### src/rtl/charger_regs_pkg.sv
// Purpose: shared constants and types for the charger control and status registers
// Assumes: registers are byte wide and reached over the two-wire serial port
// Notes:   device address is arbitrary and must be set per board
package charger_regs_pkg;

    // register offsets on the serial port
    localparam logic [7:0] ADDR_CFG         = 8'h1a;
    localparam logic [7:0] ADDR_STAT        = 8'h1b;
    localparam logic [7:0] ADDR_GPIO_THREE_AND_CHARGE_VOLTAGE_SAFETY       = 8'h1c;

    // reset values: full charge current and charging on by default
    localparam logic [7:0] CFG_RESET        = 8'h58;
    localparam logic [7:0] GPIO_THREE_AND_CHARGE_VOLTAGE_SAFETY_RESET      = 8'h00;
    localparam logic       CE_DEFAULT       = 1'b0;
    localparam logic       LATCH_RESET      = 1'b0;

    // field positions
    localparam int         BIT_SAFETY       = 4;

    // arbitrary neutral bus address
    localparam logic [6:0] DEV_ADDR_DEFAULT = 7'h2a;

    // charge state codes
    localparam logic [1:0] ST_PRE           = 2'h0;
    localparam logic [1:0] ST_DONE          = 2'h1;
    localparam logic [1:0] ST_FAST          = 2'h2;
    localparam logic [1:0] ST_OFF           = 2'h3;

    // bus framing
    localparam logic [3:0] BITS_PER_BYTE    = 4'h8;
    localparam logic [3:0] LAST_TX_BIT      = 4'h7;

    typedef struct packed {
        logic       charge_voltage_select;
        logic       charge_run;
        logic       term_disable;
        logic [1:0] charge_current_scale;
        logic       usb_current_limit_select;
        logic       input_limit_max;
        logic       system_from_input;
    } cfg_s;

    typedef struct packed {
        logic supplement_flag;
        logic selected_input_flag;
        logic loop_active_flag;
        logic wall_input_present;
        logic usb_input_present;
        logic charge_state_hi;
        logic charge_state_lo;
        logic input_overvoltage_flag;
    } stat_s;

    // analog comparator and charger core levels, asynchronous to i_clk
    typedef struct packed {
        logic sup_enter;      // battery above output by the entry margin
        logic sup_exit;       // battery above output by less than the exit margin
        logic selected_input_flag;
        logic loop_active_flag;
        logic wall_input_present;
        logic usb_input_present;
        logic input_overvoltage_flag;
        logic out_uvlo;
        logic precharge;
        logic done;
        logic fast;
        logic fault;
    } sense_s;

    typedef enum logic [3:0] {
        SER_IDLE   = 4'h0,
        SER_ADDR   = 4'h1,
        SER_AACK   = 4'h2,
        SER_REG    = 4'h3,
        SER_RACKW  = 4'h4,
        SER_WDATA  = 4'h5,
        SER_WACK   = 4'h6,
        SER_RDATA  = 4'h7,
        SER_MACK   = 4'h8
    } ser_state_e;

endpackage

### src/rtl/serial_reg_port.sv
// Purpose: two-wire serial slave giving byte access to a small register file
// Assumes: serial clock well below i_clk / 4; lines are synchronised here
// Notes:   pointer auto-increments after each data byte
module serial_reg_port
    import charger_regs_pkg::*;
#(
    parameter logic [6:0] DEV_ADDR = DEV_ADDR_DEFAULT
) (
    // clock and reset
    input  wire logic       i_clk,
    input  wire logic       i_nrst,
    input  wire logic       i_clk_en,
    // serial pins
    input  wire logic       i_scl,
    input  wire logic       i_sda,
    output logic            o_sda_oe,
    // register side
    input  wire logic [7:0] i_rdata,
    output logic [7:0]      o_ptr,
    output logic [7:0]      o_wdata,
    output logic            o_wr
);
    logic [1:0]  scl_m, sda_m;
    logic        scl_s, sda_s, scl_d, sda_d;
    logic [7:0]  sh, tx;
    logic [3:0]  cnt;
    logic        rw, nack;
    ser_state_e  state;
    logic        start, stop, rise, fall;

    // two-stage synchronisers; only stage two feeds the edge detect
    always_ff @(posedge i_clk or negedge i_nrst) begin
        if (!i_nrst) begin
            scl_m <= 2'h3;
            sda_m <= 2'h3;
            scl_d <= 1'b1;
            sda_d <= 1'b1;
        end else if (i_clk_en) begin
            scl_m <= {scl_m[0], i_scl};
            sda_m <= {sda_m[0], i_sda};
            scl_d <= scl_s;
            sda_d <= sda_s;
        end
    end
    assign scl_s = scl_m[1];
    assign sda_s = sda_m[1];

    // bus conditions
    assign start = scl_s && scl_d && sda_d && !sda_s;
    assign stop  = scl_s && scl_d && !sda_d && sda_s;
    assign rise  = scl_s && !scl_d;
    assign fall  = !scl_s && scl_d;

    // byte engine: sample on clock rise, change drive on clock fall
    always_ff @(posedge i_clk or negedge i_nrst) begin
        if (!i_nrst) begin
            state    <= SER_IDLE;
            sh       <= 8'h00;
            tx       <= 8'h00;
            cnt      <= 4'h0;
            rw       <= 1'b0;
            nack     <= 1'b0;
            o_ptr    <= 8'h00;
            o_wdata  <= 8'h00;
            o_wr     <= 1'b0;
            o_sda_oe <= 1'b0;
        end else if (i_clk_en) begin
            o_wr <= 1'b0;
            if (start) begin
                state    <= SER_ADDR;
                cnt      <= 4'h0;
                o_sda_oe <= 1'b0;
            end else if (stop) begin
                state    <= SER_IDLE;
                o_sda_oe <= 1'b0;
            end else if (rise) begin
                if (state == SER_ADDR || state == SER_REG || state == SER_WDATA) begin
                    sh  <= {sh[6:0], sda_s};
                    cnt <= cnt + 4'h1;
                end
                if (state == SER_MACK)
                    nack <= sda_s;
            end else if (fall) begin
                case (state)
                    SER_ADDR: if (cnt == BITS_PER_BYTE) begin
                        if (sh[7:1] == DEV_ADDR) begin
                            rw       <= sh[0];
                            o_sda_oe <= 1'b1;
                            state    <= SER_AACK;
                        end else begin
                            state    <= SER_IDLE;
                        end
                    end
                    SER_AACK: begin
                        cnt <= 4'h0;
                        if (rw) begin
                            tx       <= i_rdata;
                            o_sda_oe <= !i_rdata[7];
                            state    <= SER_RDATA;
                        end else begin
                            o_sda_oe <= 1'b0;
                            state    <= SER_REG;
                        end
                    end
                    SER_REG: if (cnt == BITS_PER_BYTE) begin
                        o_ptr    <= sh;
                        o_sda_oe <= 1'b1;
                        state    <= SER_RACKW;
                    end
                    SER_RACKW, SER_WACK: begin
                        o_sda_oe <= 1'b0;
                        cnt      <= 4'h0;
                        state    <= SER_WDATA;
                        if (state == SER_WACK)
                            o_ptr <= o_ptr + 8'h01;
                    end
                    SER_WDATA: if (cnt == BITS_PER_BYTE) begin
                        o_wdata  <= sh;
                        o_wr     <= 1'b1;
                        o_sda_oe <= 1'b1;
                        state    <= SER_WACK;
                    end
                    SER_RDATA: begin
                        if (cnt == LAST_TX_BIT) begin
                            o_sda_oe <= 1'b0;    // let the master acknowledge
                            o_ptr    <= o_ptr + 8'h01;
                            state    <= SER_MACK;
                        end else begin
                            tx       <= {tx[6:0], 1'b0};
                            o_sda_oe <= !tx[6];
                            cnt      <= cnt + 4'h1;
                        end
                    end
                    SER_MACK: begin
                        cnt <= 4'h0;
                        if (nack) begin
                            state <= SER_IDLE;
                        end else begin
                            tx       <= i_rdata;
                            o_sda_oe <= !i_rdata[7];
                            state    <= SER_RDATA;
                        end
                    end
                    default: state <= SER_IDLE;
                endcase
            end
        end
    end

endmodule // serial_reg_port

### src/rtl/charger_control_status_regs.sv
// Purpose: charger configuration, status and charge-enable hold logic
// Assumes: sense levels come from analog comparators and the charger core
// Notes:   host reaches the registers over the two-wire serial port only
module charger_control_status_regs
    import charger_regs_pkg::*;
#(
    parameter logic [6:0] DEV_ADDR = DEV_ADDR_DEFAULT
) (
    // clock and reset
    input  wire logic       i_clk,
    input  wire logic       i_nrst,
    input  wire logic       i_clk_en,
    // serial pins, data is open drain
    input  wire logic       i_scl,
    input  wire logic       i_sda,
    output logic            o_sda_out,
    output logic            o_sda_oe,
    // analog and charger core levels
    input  wire sense_s     i_sense,
    // controls to the charger and power path
    output cfg_s            o_cfg,
    output logic [2:0]      o_current_quarters,
    output logic            o_charge_voltage_safety,
    output logic            o_status_event
);
    sense_s      sense_m, sense;
    cfg_s        cfg;
    stat_s       stat;
    logic [7:0]  gpio_three_and_charge_voltage_safety;
    logic [7:0]  ptr, wdata, rdata;
    logic        wr;
    logic        uvlo_d, uvlo_rise, uvlo_fall;
    logic        ce_latch, latch_en, power, eff_ce;
    logic [1:0]  next_state_code;

    serial_reg_port #(
        .DEV_ADDR (DEV_ADDR)
    ) u_port (
        .i_clk    (i_clk),
        .i_nrst   (i_nrst),
        .i_clk_en (i_clk_en),
        .i_scl    (i_scl),
        .i_sda    (i_sda),
        .o_sda_oe (o_sda_oe),
        .i_rdata  (rdata),
        .o_ptr    (ptr),
        .o_wdata  (wdata),
        .o_wr     (wr)
    );

    // open drain: only ever pulls low
    always_ff @(posedge i_clk or negedge i_nrst) begin
        if (!i_nrst)
            o_sda_out <= 1'b0;
        else
            o_sda_out <= 1'b0;
    end

    // sense levels cross in from analog, two flops before use
    always_ff @(posedge i_clk or negedge i_nrst) begin
        if (!i_nrst) begin
            sense_m <= '0;
            sense   <= '0;
            uvlo_d  <= 1'b0;
        end else if (i_clk_en) begin
            sense_m <= i_sense;
            sense   <= sense_m;
            uvlo_d  <= sense.out_uvlo;
        end
    end

    assign uvlo_rise = sense.out_uvlo && !uvlo_d;
    assign uvlo_fall = !sense.out_uvlo && uvlo_d;
    assign power     = sense.wall_input_present || sense.usb_input_present;

    // configuration register; the undervoltage reset beats a host write
    always_ff @(posedge i_clk or negedge i_nrst) begin
        if (!i_nrst) begin
            cfg <= cfg_s'(CFG_RESET);
        end else if (i_clk_en) begin
            if (wr && ptr == ADDR_CFG)
                cfg <= cfg_s'(wdata);
            if (uvlo_rise)
                cfg.system_from_input <= CE_DEFAULT;
        end
    end

    // gpio-shared register, only bit four reaches the charger
    always_ff @(posedge i_clk or negedge i_nrst) begin
        if (!i_nrst)
            gpio_three_and_charge_voltage_safety <= GPIO_THREE_AND_CHARGE_VOLTAGE_SAFETY_RESET;
        else if (i_clk_en && wr && ptr == ADDR_GPIO_THREE_AND_CHARGE_VOLTAGE_SAFETY)
            gpio_three_and_charge_voltage_safety <= wdata;
    end

    // charge-enable hold; power loss wins over a capture in the same cycle
    always_ff @(posedge i_clk or negedge i_nrst) begin
        if (!i_nrst) begin
            ce_latch <= LATCH_RESET;
            latch_en <= 1'b0;
        end else if (i_clk_en) begin
            if (!power)
                ce_latch <= LATCH_RESET;
            else if (uvlo_rise)
                ce_latch <= cfg.system_from_input;
            if (uvlo_rise)
                latch_en <= 1'b1;
            else if (uvlo_fall)
                latch_en <= 1'b0;
        end
    end

    // held value steers switches only while held, in lockout and powered
    assign eff_ce = (latch_en && sense.out_uvlo && power) ? ce_latch
                                                          : cfg.system_from_input;

    // charge state encode; disabled, faulted, unpowered or idle reads as off, done reads as done
    always_comb begin
        if (!cfg.charge_run || sense.fault || !power)
            next_state_code = ST_OFF;
        else if (sense.done)
            next_state_code = ST_DONE;
        else if (sense.fast)
            next_state_code = ST_FAST;
        else if (sense.precharge)
            next_state_code = ST_PRE;
        else
            next_state_code = ST_OFF;
    end

    // status register; supplement flag has hysteresis between two comparators
    always_ff @(posedge i_clk or negedge i_nrst) begin
        if (!i_nrst) begin
            stat <= '0;
        end else if (i_clk_en) begin
            if (sense.sup_enter)
                stat.supplement_flag <= 1'b1;
            else if (sense.sup_exit)
                stat.supplement_flag <= 1'b0;
            stat.selected_input_flag    <= sense.selected_input_flag;
            stat.loop_active_flag       <= sense.loop_active_flag;
            stat.wall_input_present     <= sense.wall_input_present;
            stat.usb_input_present      <= sense.usb_input_present;
            {stat.charge_state_hi, stat.charge_state_lo} <= next_state_code;
            stat.input_overvoltage_flag <= sense.input_overvoltage_flag;
        end
    end

    // change pulse ignores the supplement flag so it can chatter freely
    always_ff @(posedge i_clk or negedge i_nrst) begin
        if (!i_nrst) begin
            o_status_event <= 1'b0;
        end else if (i_clk_en) begin
            o_status_event <= (stat[6:0] != {sense.selected_input_flag, sense.loop_active_flag,
                               sense.wall_input_present, sense.usb_input_present,
                               next_state_code, sense.input_overvoltage_flag});
        end
    end

    // read mux; status is stale without input power, left to host software
    always_comb begin
        case (ptr)
            ADDR_CFG:   rdata = cfg;
            ADDR_STAT:  rdata = stat;
            ADDR_GPIO_THREE_AND_CHARGE_VOLTAGE_SAFETY: rdata = gpio_three_and_charge_voltage_safety;
            default:    rdata = 8'h00;
        endcase
    end

    // registered controls to the analog side
    always_ff @(posedge i_clk or negedge i_nrst) begin
        if (!i_nrst) begin
            o_cfg                   <= cfg_s'(CFG_RESET);
            o_current_quarters      <= 3'h4;
            o_charge_voltage_safety <= GPIO_THREE_AND_CHARGE_VOLTAGE_SAFETY_RESET[BIT_SAFETY];
        end else if (i_clk_en) begin
            o_cfg                   <= cfg;
            o_cfg.system_from_input <= eff_ce;
            o_current_quarters      <= {1'b0, cfg.charge_current_scale} + 3'h1;
            o_charge_voltage_safety <= gpio_three_and_charge_voltage_safety[BIT_SAFETY];
        end
    end
endmodule // charger_control_status_regs

### config.mk
export PLATFORM = sky130hd
export DESIGN_NAME = charger_control_status_regs
export DESIGN_NICKNAME = d
export VERILOG_FILES = /design/src/rtl/charger_regs_pkg.sv /design/src/rtl/serial_reg_port.sv /design/src/rtl/charger_control_status_regs.sv
export SDC_FILE = /design/constraint.sdc
export NUM_CORES = 1
export LEC_CHECK = 0
export ABC_AREA = 1
export ABC_CLOCK_PERIOD_IN_PS = 1900
export BUFFER_PORTS_ARGS = -buffer_cell sky130_fd_sc_hd__buf_4
export CAP_MARGIN = 20
export CORE_MARGIN = 2
export CORE_UTILIZATION = 44
export CTS_BUF_LIST = sky130_fd_sc_hd__clkbuf_8 sky130_fd_sc_hd__clkbuf_16
export DETAILED_ROUTE_END_ITERATION = 8
export PLACE_DENSITY = 0.66
export SETUP_SLACK_MARGIN = 0.3
export SLEW_MARGIN = 20
export SYNTH_ARGS = -nofsm -noshare
export SYNTH_HDL_FRONTEND = slang
export SYNTH_SLANG_ARGS = --single-unit
### constraint.sdc
create_clock -name i_clk -period 1.9 [get_ports i_clk]
set_input_delay 0 -clock i_clk [delete_from_list [all_inputs] [get_ports i_clk]]
set_output_delay 0 -clock i_clk [all_outputs]
set_load 0.02 [all_outputs]
== After elaboration in Yosys (flattened, before gate mapping) ==
Cells that the tools add are included.

* Shift-type cells: 0
* Reduce and logical (&&, ||, !) cells: 55
* Bitwise logic cells: 3
* $add $sub $neg: 3
* Equality and inequality tests: 33
* Multipliers: 0
* Muxes and demuxes: 58
* Div/mod/pow operators: 0
* Magnitude comparators: 0

{| class="wikitable"
|+ Operator list
! kind !! number
|-
| $mux 4 || 14
|-
| $pmux 8 s3 || 2
|-
| $pmux 4 s7 || 1
|-
| $mux 1 || 25
|-
| $eq 8x5->1 const B || 3
|-
| $mux 8 || 3
|-
| $mux 7 || 3
|-
| $pmux 7 s3 || 1
|-
| $eq 4x3->1 const B || 5
|-
| $ne 4x2->1 const B || 5
|-
| $reduce_and 9->1 || 2
|-
| $reduce_and 8->1 || 2
|-
| $logic_and 1x1->1 || 14
|-
| $reduce_and 7->1 || 2
|-
| $reduce_bool 3->1 || 4
|-
| $logic_not 1->1 || 10
|-
| $mux 2 || 5
|-
| $reduce_and 2->1 || 5
|-
| $reduce_and 5->1 || 2
|-
| $add 8x1->8 const B || 1
|-
| $eq 4x2->1 const B || 2
|-
| $eq 4x4->1 const B || 2
|-
| $ne 2x1->1 const B || 4
|-
| $ne 2x2->1 const B || 4
|-
| other kinds (20) || 31
|}

* Bits of input ports: 17
* Latch bits: 0
* Output and inout bits: 15
* Word-level logic and storage cells: 219
* Memories kept: 0
* Register bits after elaboration: 113
* Memory bits (read-only): 0
* Memory bits (writable): 0

== Depth between registers and ports, before layout ==
* Word-level depth: 9
* Mapped depth: 12
* Mapped depth without buffers: 12

== Cells and area by module ==
From an unflattened synthesis, not the netlist that was laid out.

* Cell total of the unflattened synthesis: 722
* Area, all modules: 5,729.2 um^2

{| class="wikitable"
|+ By module, submodules not included
! module !! area an instance (um^2) !! cells each !! times used
|-
| charger_control_status_regs || 2,892.8 || 345 || 1
|-
| serial_reg_port || 2,836.5 || 377 || 1
|}

== Worst setup path before layout ==
Ideal clock, no wire load.

* Path type: register to register
* From: register u_port.scl_d
* To: register u_port.o_wdata[7]
* Library setup time: 117 ps
* Buffers on the path: 1
* Cell stages (with the launch flop): 10
* Arrival time: 1,627 ps
* Period minus slack after synthesis: 1,744 ps
* Path slack: 156 ps
* Path through: dfstp_2 -> inv_1 -> ha_1 -> nor2_2 -> nand3_1 -> nor2_1 -> nand3_2 -> buf_6 -> nand2_2 -> o21ai_2

* Word-level cells in the longest chain between the ends: 5
* Elaborated cells between the ends (all ways): 12
* Those cells by class: bitwise (3); reduce/logical (9)

{| class="wikitable"
|+ Ends and longest elaborated chain
! item !! line !! source
|-
| start, declared || serial_reg_port.sv:24 || <nowiki>logic scl_s, sda_s, scl_d, sda_d;</nowiki>
|-
| start signal, assigned || serial_reg_port.sv:41 || <nowiki>scl_d <= scl_s;</nowiki>
|-
| $logic_and 1x1->1 || serial_reg_port.sv:49, serial_reg_port.sv:50 ||
|-
| $logic_and 1x1->1, on equally long branches (2 in series) || serial_reg_port.sv:49, serial_reg_port.sv:50 ||
|-
| $not 1->1 (no source line) || -- ||
|-
| $reduce_and 7->1 (no source line) (*) || -- ||
|-
| end signal, assigned || serial_reg_port.sv:118 || <nowiki>o_wdata <= sh;</nowiki>
|-
| end, declared || serial_reg_port.sv:20 || <nowiki>output logic [7:0] o_wdata,</nowiki>
|}

Mark *: on every way between the ends. The rest lies on a longest branch, timed or not.
A chain may end at the register's enable or synchronous reset.

== Final worst setup path ==
* From: register u_port.scl_d
* To: register u_port.state[3]

* Word-level cells in the longest chain between the ends: 5
* Elaborated cells between the ends (all ways): 17
* Those cells by class: eq/ne (5); mux (2); reduce/logical (10)

{| class="wikitable"
|+ Ends and longest elaborated chain
! item !! line !! source
|-
| $logic_and 1x1->1 || serial_reg_port.sv:49, serial_reg_port.sv:50 ||
|-
| $logic_and 1x1->1, on equally long branches (2 in series) || serial_reg_port.sv:50, serial_reg_port.sv:49 ||
|-
| $ne 4x2->1 (no source line) (tied with other cells) || -- ||
|-
| $reduce_and 7->1 (no source line) or $mux 4 (tied branches) || -- ||
|-
| end signal, assigned || serial_reg_port.sv:57 || <nowiki>state <= SER_IDLE;</nowiki>
|-
| end signal, assigned || serial_reg_port.sv:70 || <nowiki>state <= SER_ADDR;</nowiki>
|-
| end signal, assigned || serial_reg_port.sv:74 || <nowiki>state <= SER_IDLE;</nowiki>
|-
| end, declared || serial_reg_port.sv:28 || <nowiki>ser_state_e state;</nowiki>
|}

Several ways; a longest one is shown, not always the timed one.

==> parameters.txt <==
Parameter                              Value

Placed design
  Number of buffer cells added on primary ports    30
  Gpl congestion    0.865
  Half-perimeter wire length of the detailed placement result    9290 µm
  Setup slack at placement    0.108 ns

Synthesis
  Flop and latch count out of synthesis    113
  Leading post-synthesis cells by instance count    250 x sky130_fd_sc_hd__nand2_1, 100 x sky130_fd_sc_hd__dfrtp_1, 73 x sky130_fd_sc_hd__inv_1, 61 x sky130_fd_sc_hd__o21ai_0, 41 x sky130_fd_sc_hd__nand3_1
  Mean post-synth cell area    7.97 µm²
  Fraction of synthesis flops using an asynchronous set or reset pin    100%
  Synth Instances    710
  Number of synthesized flops with an enable pin    0
  Primary flip-flop cell chosen by synthesis mapping    sky130_fd_sc_hd__dfrtp_1
  Cell Area, Synth    5660 µm²
  Unique cell type count in the Yosys netlist    36
  Largest cells by area after synthesis    sky130_fd_sc_hd__dfrtp_1 44%, sky130_fd_sc_hd__nand2_1 17%, sky130_fd_sc_hd__dfstp_2 6.0%
  Net count of the mapped netlist    737
  Synthesis Warnings    0
  Area share of the leading cell type in the synthesized netlist    44.2%
  Post-synthesis cell type with the largest combined area    sky130_fd_sc_hd__dfrtp_1
  Sequential share of the synthesized area    50.3%
  Most frequent cell after synthesis    sky130_fd_sc_hd__nand2_1

Routing
  Post-detailed-route count of antenna-violating nets    0
  Total via count after detailed routing    5010
  DRC violation count after routing    0
  Post-detailed-route wirelength per cell    14.4 µm
  Number of optimization iterations in the first detailed-route pass    5
  Drt initial violations    281
  Via count normalized by instance count    5.06
  Total detailed-routing wirelength    14200 µm

Floorplan
  Core box area    12600 µm²
  Total Die Area    13800 µm²
  Die outline height    117 µm
  Row count    41
  Chip width    117 µm
  Initial cell density of the core    45.0%
  Num ports    32

Power and ir drop
  Total power density per cell area    875 nW/µm²
  Switching power as a share of total power    25.3%
  Lkg Pwr    3.63 nW
  Power share of the combinational group    11.4%
  Switching power    0.00167 W
  Share of power burned in registers    40.9%
  Internal power    0.00494 W
  Worst ir drop on vdd    679 µV
  Proportion of power drawn by the clock network    47.7%

Critical path
  Worst R2R End    u_port.state[3]$_DFFE_PN0P_
  Critical Path Start Type    register
  Slowest cell on the critical path    sky130_fd_sc_hd__dfstp_2
  Kind of cell with the highest combined delay on the critical path    simple AND/OR/NAND/NOR gates
  Max Fanout on Critical Path    8
  Critical Path End Type    register
  CP Cell Sequence    ha_4 -> nand2_4 -> nor2_4 -> nor2_4 -> nand2_2 -> nand2_1 -> nor2_2 -> nand3_4 -> nand2_2 -> o21ai_1
  Flop2flop setup slack    0.11 ns
  CP Data Arrival Time    2.08 ns
  Longest individual stage delay on the worst path    0.55 ns
  Data required, critical path    2.20 ns
  Depth of the most critical reg-to-reg path    10
  Worst setup path startpoint    u_port.scl_d$_DFFE_PN1P_
  Reg-to-reg startpoint    u_port.scl_d$_DFFE_PN1P_
  Capture point of the critical path    u_port.state[3]$_DFFE_PN0P_
  Number of cells on the critical path    10
  Worst setup path class    reg -> reg
  Bufs and invs on worst path    0

STA
  Number of max-slew violations in the final report    0
  Setup violations, final    0
  Final period util    94.0%
  Time the worst path needs with I/O delays and setup    1.79 ns
  Setup ws final    0.114 ns
  Fmax    560 MHz
  Unrepaired setup endpoints after global routing    yes
  Setup TNS Final    0 ns
  Clock Skews    0.00795 ns
  Hold Vio Cnt, Final    0

Global routing
  Vias in the first global route    4867
  Antenna violations before repair    0
  All-layer global routing usage    21.4%
  First-pass GRT wire length    23800 µm
  Largest net degree at the start of global routing    53
  Sum of overflow across all layers after global routing    0

Clock tree
  CTS Buf Count    17
  CTS HTree Levels    4
  Skew-Pair Late Insertion Delay    0.42 ns
  Clk buf depth    2
  Clock-pin slew on the worst setup and hold paths    0.05 ns
  Clock net sink count    113
  CTS Root Buffer Type    sky130_fd_sc_hd__clkbuf_16
  TritonCTS clock tree    done

Finish
  Final net count    833
  Number of antenna diodes    0
  Share of post-route cells with drive strength above 1    27.8%
  Area Overhead vs Synth    33.4%

Job
  MaxCap Viol Count    0

Worst hold path
  Worst min-delay path class    in -> async

Status
  Status    finished, final reports clean
per-stage QoR:
step,cell area [µm²],cells,hold WS [ns],power [W],utilization [%]
after floorplan,5710,710,-0.296,0.00310,-
after global placement,6160,906,-0.0262,0.00331,49.0
after detailed placement,6160,906,-0.0144,0.00335,49.0
after CTS,7220,976,0.0804,0.00661,57.4
after global routing,7550,991,0.113,0.00689,60.1
final,7550,991,0.0794,0.00661,60.1
routing by layer:
metal / GRT usage, % / part of all wire (%) / up-vias
li1: - / - / 2461
met4: 8.36 / 1.6 / 0
met3: 4.52 / 3.8 / 19
met2: 33.8 / 49 / 116
met1: 29.0 / 46 / 2414
met5: 0 / 0 / -
cell type report:
cell class	count	area, µm²
Sequential cell	113	2850
Clock buffer	21	480
Timing Repair inverter	1	7.51
Clock inverter	11	114
Fill cell	1061	5020
Inverter	79	305
Multi-Input combinational cell	498	2740
Tap cell	172	215
Timing Repair Buffer	96	840
sequential cells by signal (all words and copies together), names as in the netlist, 2 cells and up:
signal,cells
u_port.tx,7
stat,8
u_port.state,4
u_port.scl_m,2
sense_m,12
o_current_quarters,3
gpio_three_and_charge_voltage_safety,8
u_port.sh,8
u_port.o_wdata,8
u_port.sda_m,2
u_port.o_ptr,8
cfg,8
sense,12
o_cfg,8
u_port.cnt,4
worst min path at each step:
| stage | start | to | slack (ns) | cells after the start |
|---|---|---|---|---|
| finish | i_nrst | o_current_quarters[0]$_DFFE_PN0P_ | 0.08 | 2 |
| global route | i_nrst | o_current_quarters[0]$_DFFE_PN0P_ | 0.11 | 2 |
| CTS | i_nrst | gpio_three_and_charge_voltage_safety[4]$_DFFE_PN0P_ | 0.08 | 2 |
| detailed placement | i_nrst | o_current_quarters[0]$_DFFE_PN0P_ | -0.01 | 1 |
| global placement | i_nrst | o_current_quarters[1]$_DFFE_PN0P_ | -0.03 | 1 |
| floorplan | i_nrst | ce_latch$_DFFE_PN0P_ | -0.30 | 0 |
layout by cell type, fill, tap and decap left out, types with 6 or more instances in the layout:
cell                            count
sky130_fd_sc_hd__a21oi_1           11
sky130_fd_sc_hd__buf_4             65
sky130_fd_sc_hd__buf_6              9
sky130_fd_sc_hd__clkbuf_16         17
sky130_fd_sc_hd__dfrtp_1           95
sky130_fd_sc_hd__dfstp_2           13
sky130_fd_sc_hd__dlygate4sd3_1     19
sky130_fd_sc_hd__inv_1             69
sky130_fd_sc_hd__inv_2              9
sky130_fd_sc_hd__nand2_1          226
sky130_fd_sc_hd__nand2_2           26
sky130_fd_sc_hd__nand3_1           38
sky130_fd_sc_hd__nor2_1            25
sky130_fd_sc_hd__nor2_4            15
sky130_fd_sc_hd__o211ai_1           6
sky130_fd_sc_hd__o21ai_0           50
sky130_fd_sc_hd__o21ai_1           28
sky130_fd_sc_hd__o21ai_2           14
repair_timing:
action / in CTS / in global routing
endpoints found under the setup margin: 51 / 57
endpoints found under the hold margin: 99 / 0
pin swaps: 12 / 17
buffers inserted: 18 / 14
resized for setup: 33 / 66
hold buffers: 19 / 0
cloned: 1 / 1
cells by family (layout without fill, tap and decap cells):
logic type / count (synthesis) / in the layout / synth area share, %
flip-flops: 113 / 113 / 50.3
AO/OA/AOI/OAI: 121 / 121 / 11.9
adder cells (fa/ha/maj): 10 / 10 / 2.21
buffers and inverters: 100 / 208 / 7.36
AND/OR/NAND/NOR: 357 / 358 / 26.8
multiplexers: 3 / 3 / 0.597
other: 1 / 1 / 0.0663
XOR/XNOR: 5 / 5 / 0.774
power groups by stage:
stage	logic, W	clock network (W)	registers, W
2_1_floorplan	0.000380	0	0.00272
3_3_place_gp	0.000593	0	0.00272
3_5_place_dp	0.000623	0	0.00272
4_1_cts	0.000706	0.00321	0.00269
5_1_grt	0.000848	0.00332	0.00272
6_report	0.000753	0.00316	0.00270
No activity file was read; power rests on OpenSTA's default activity.
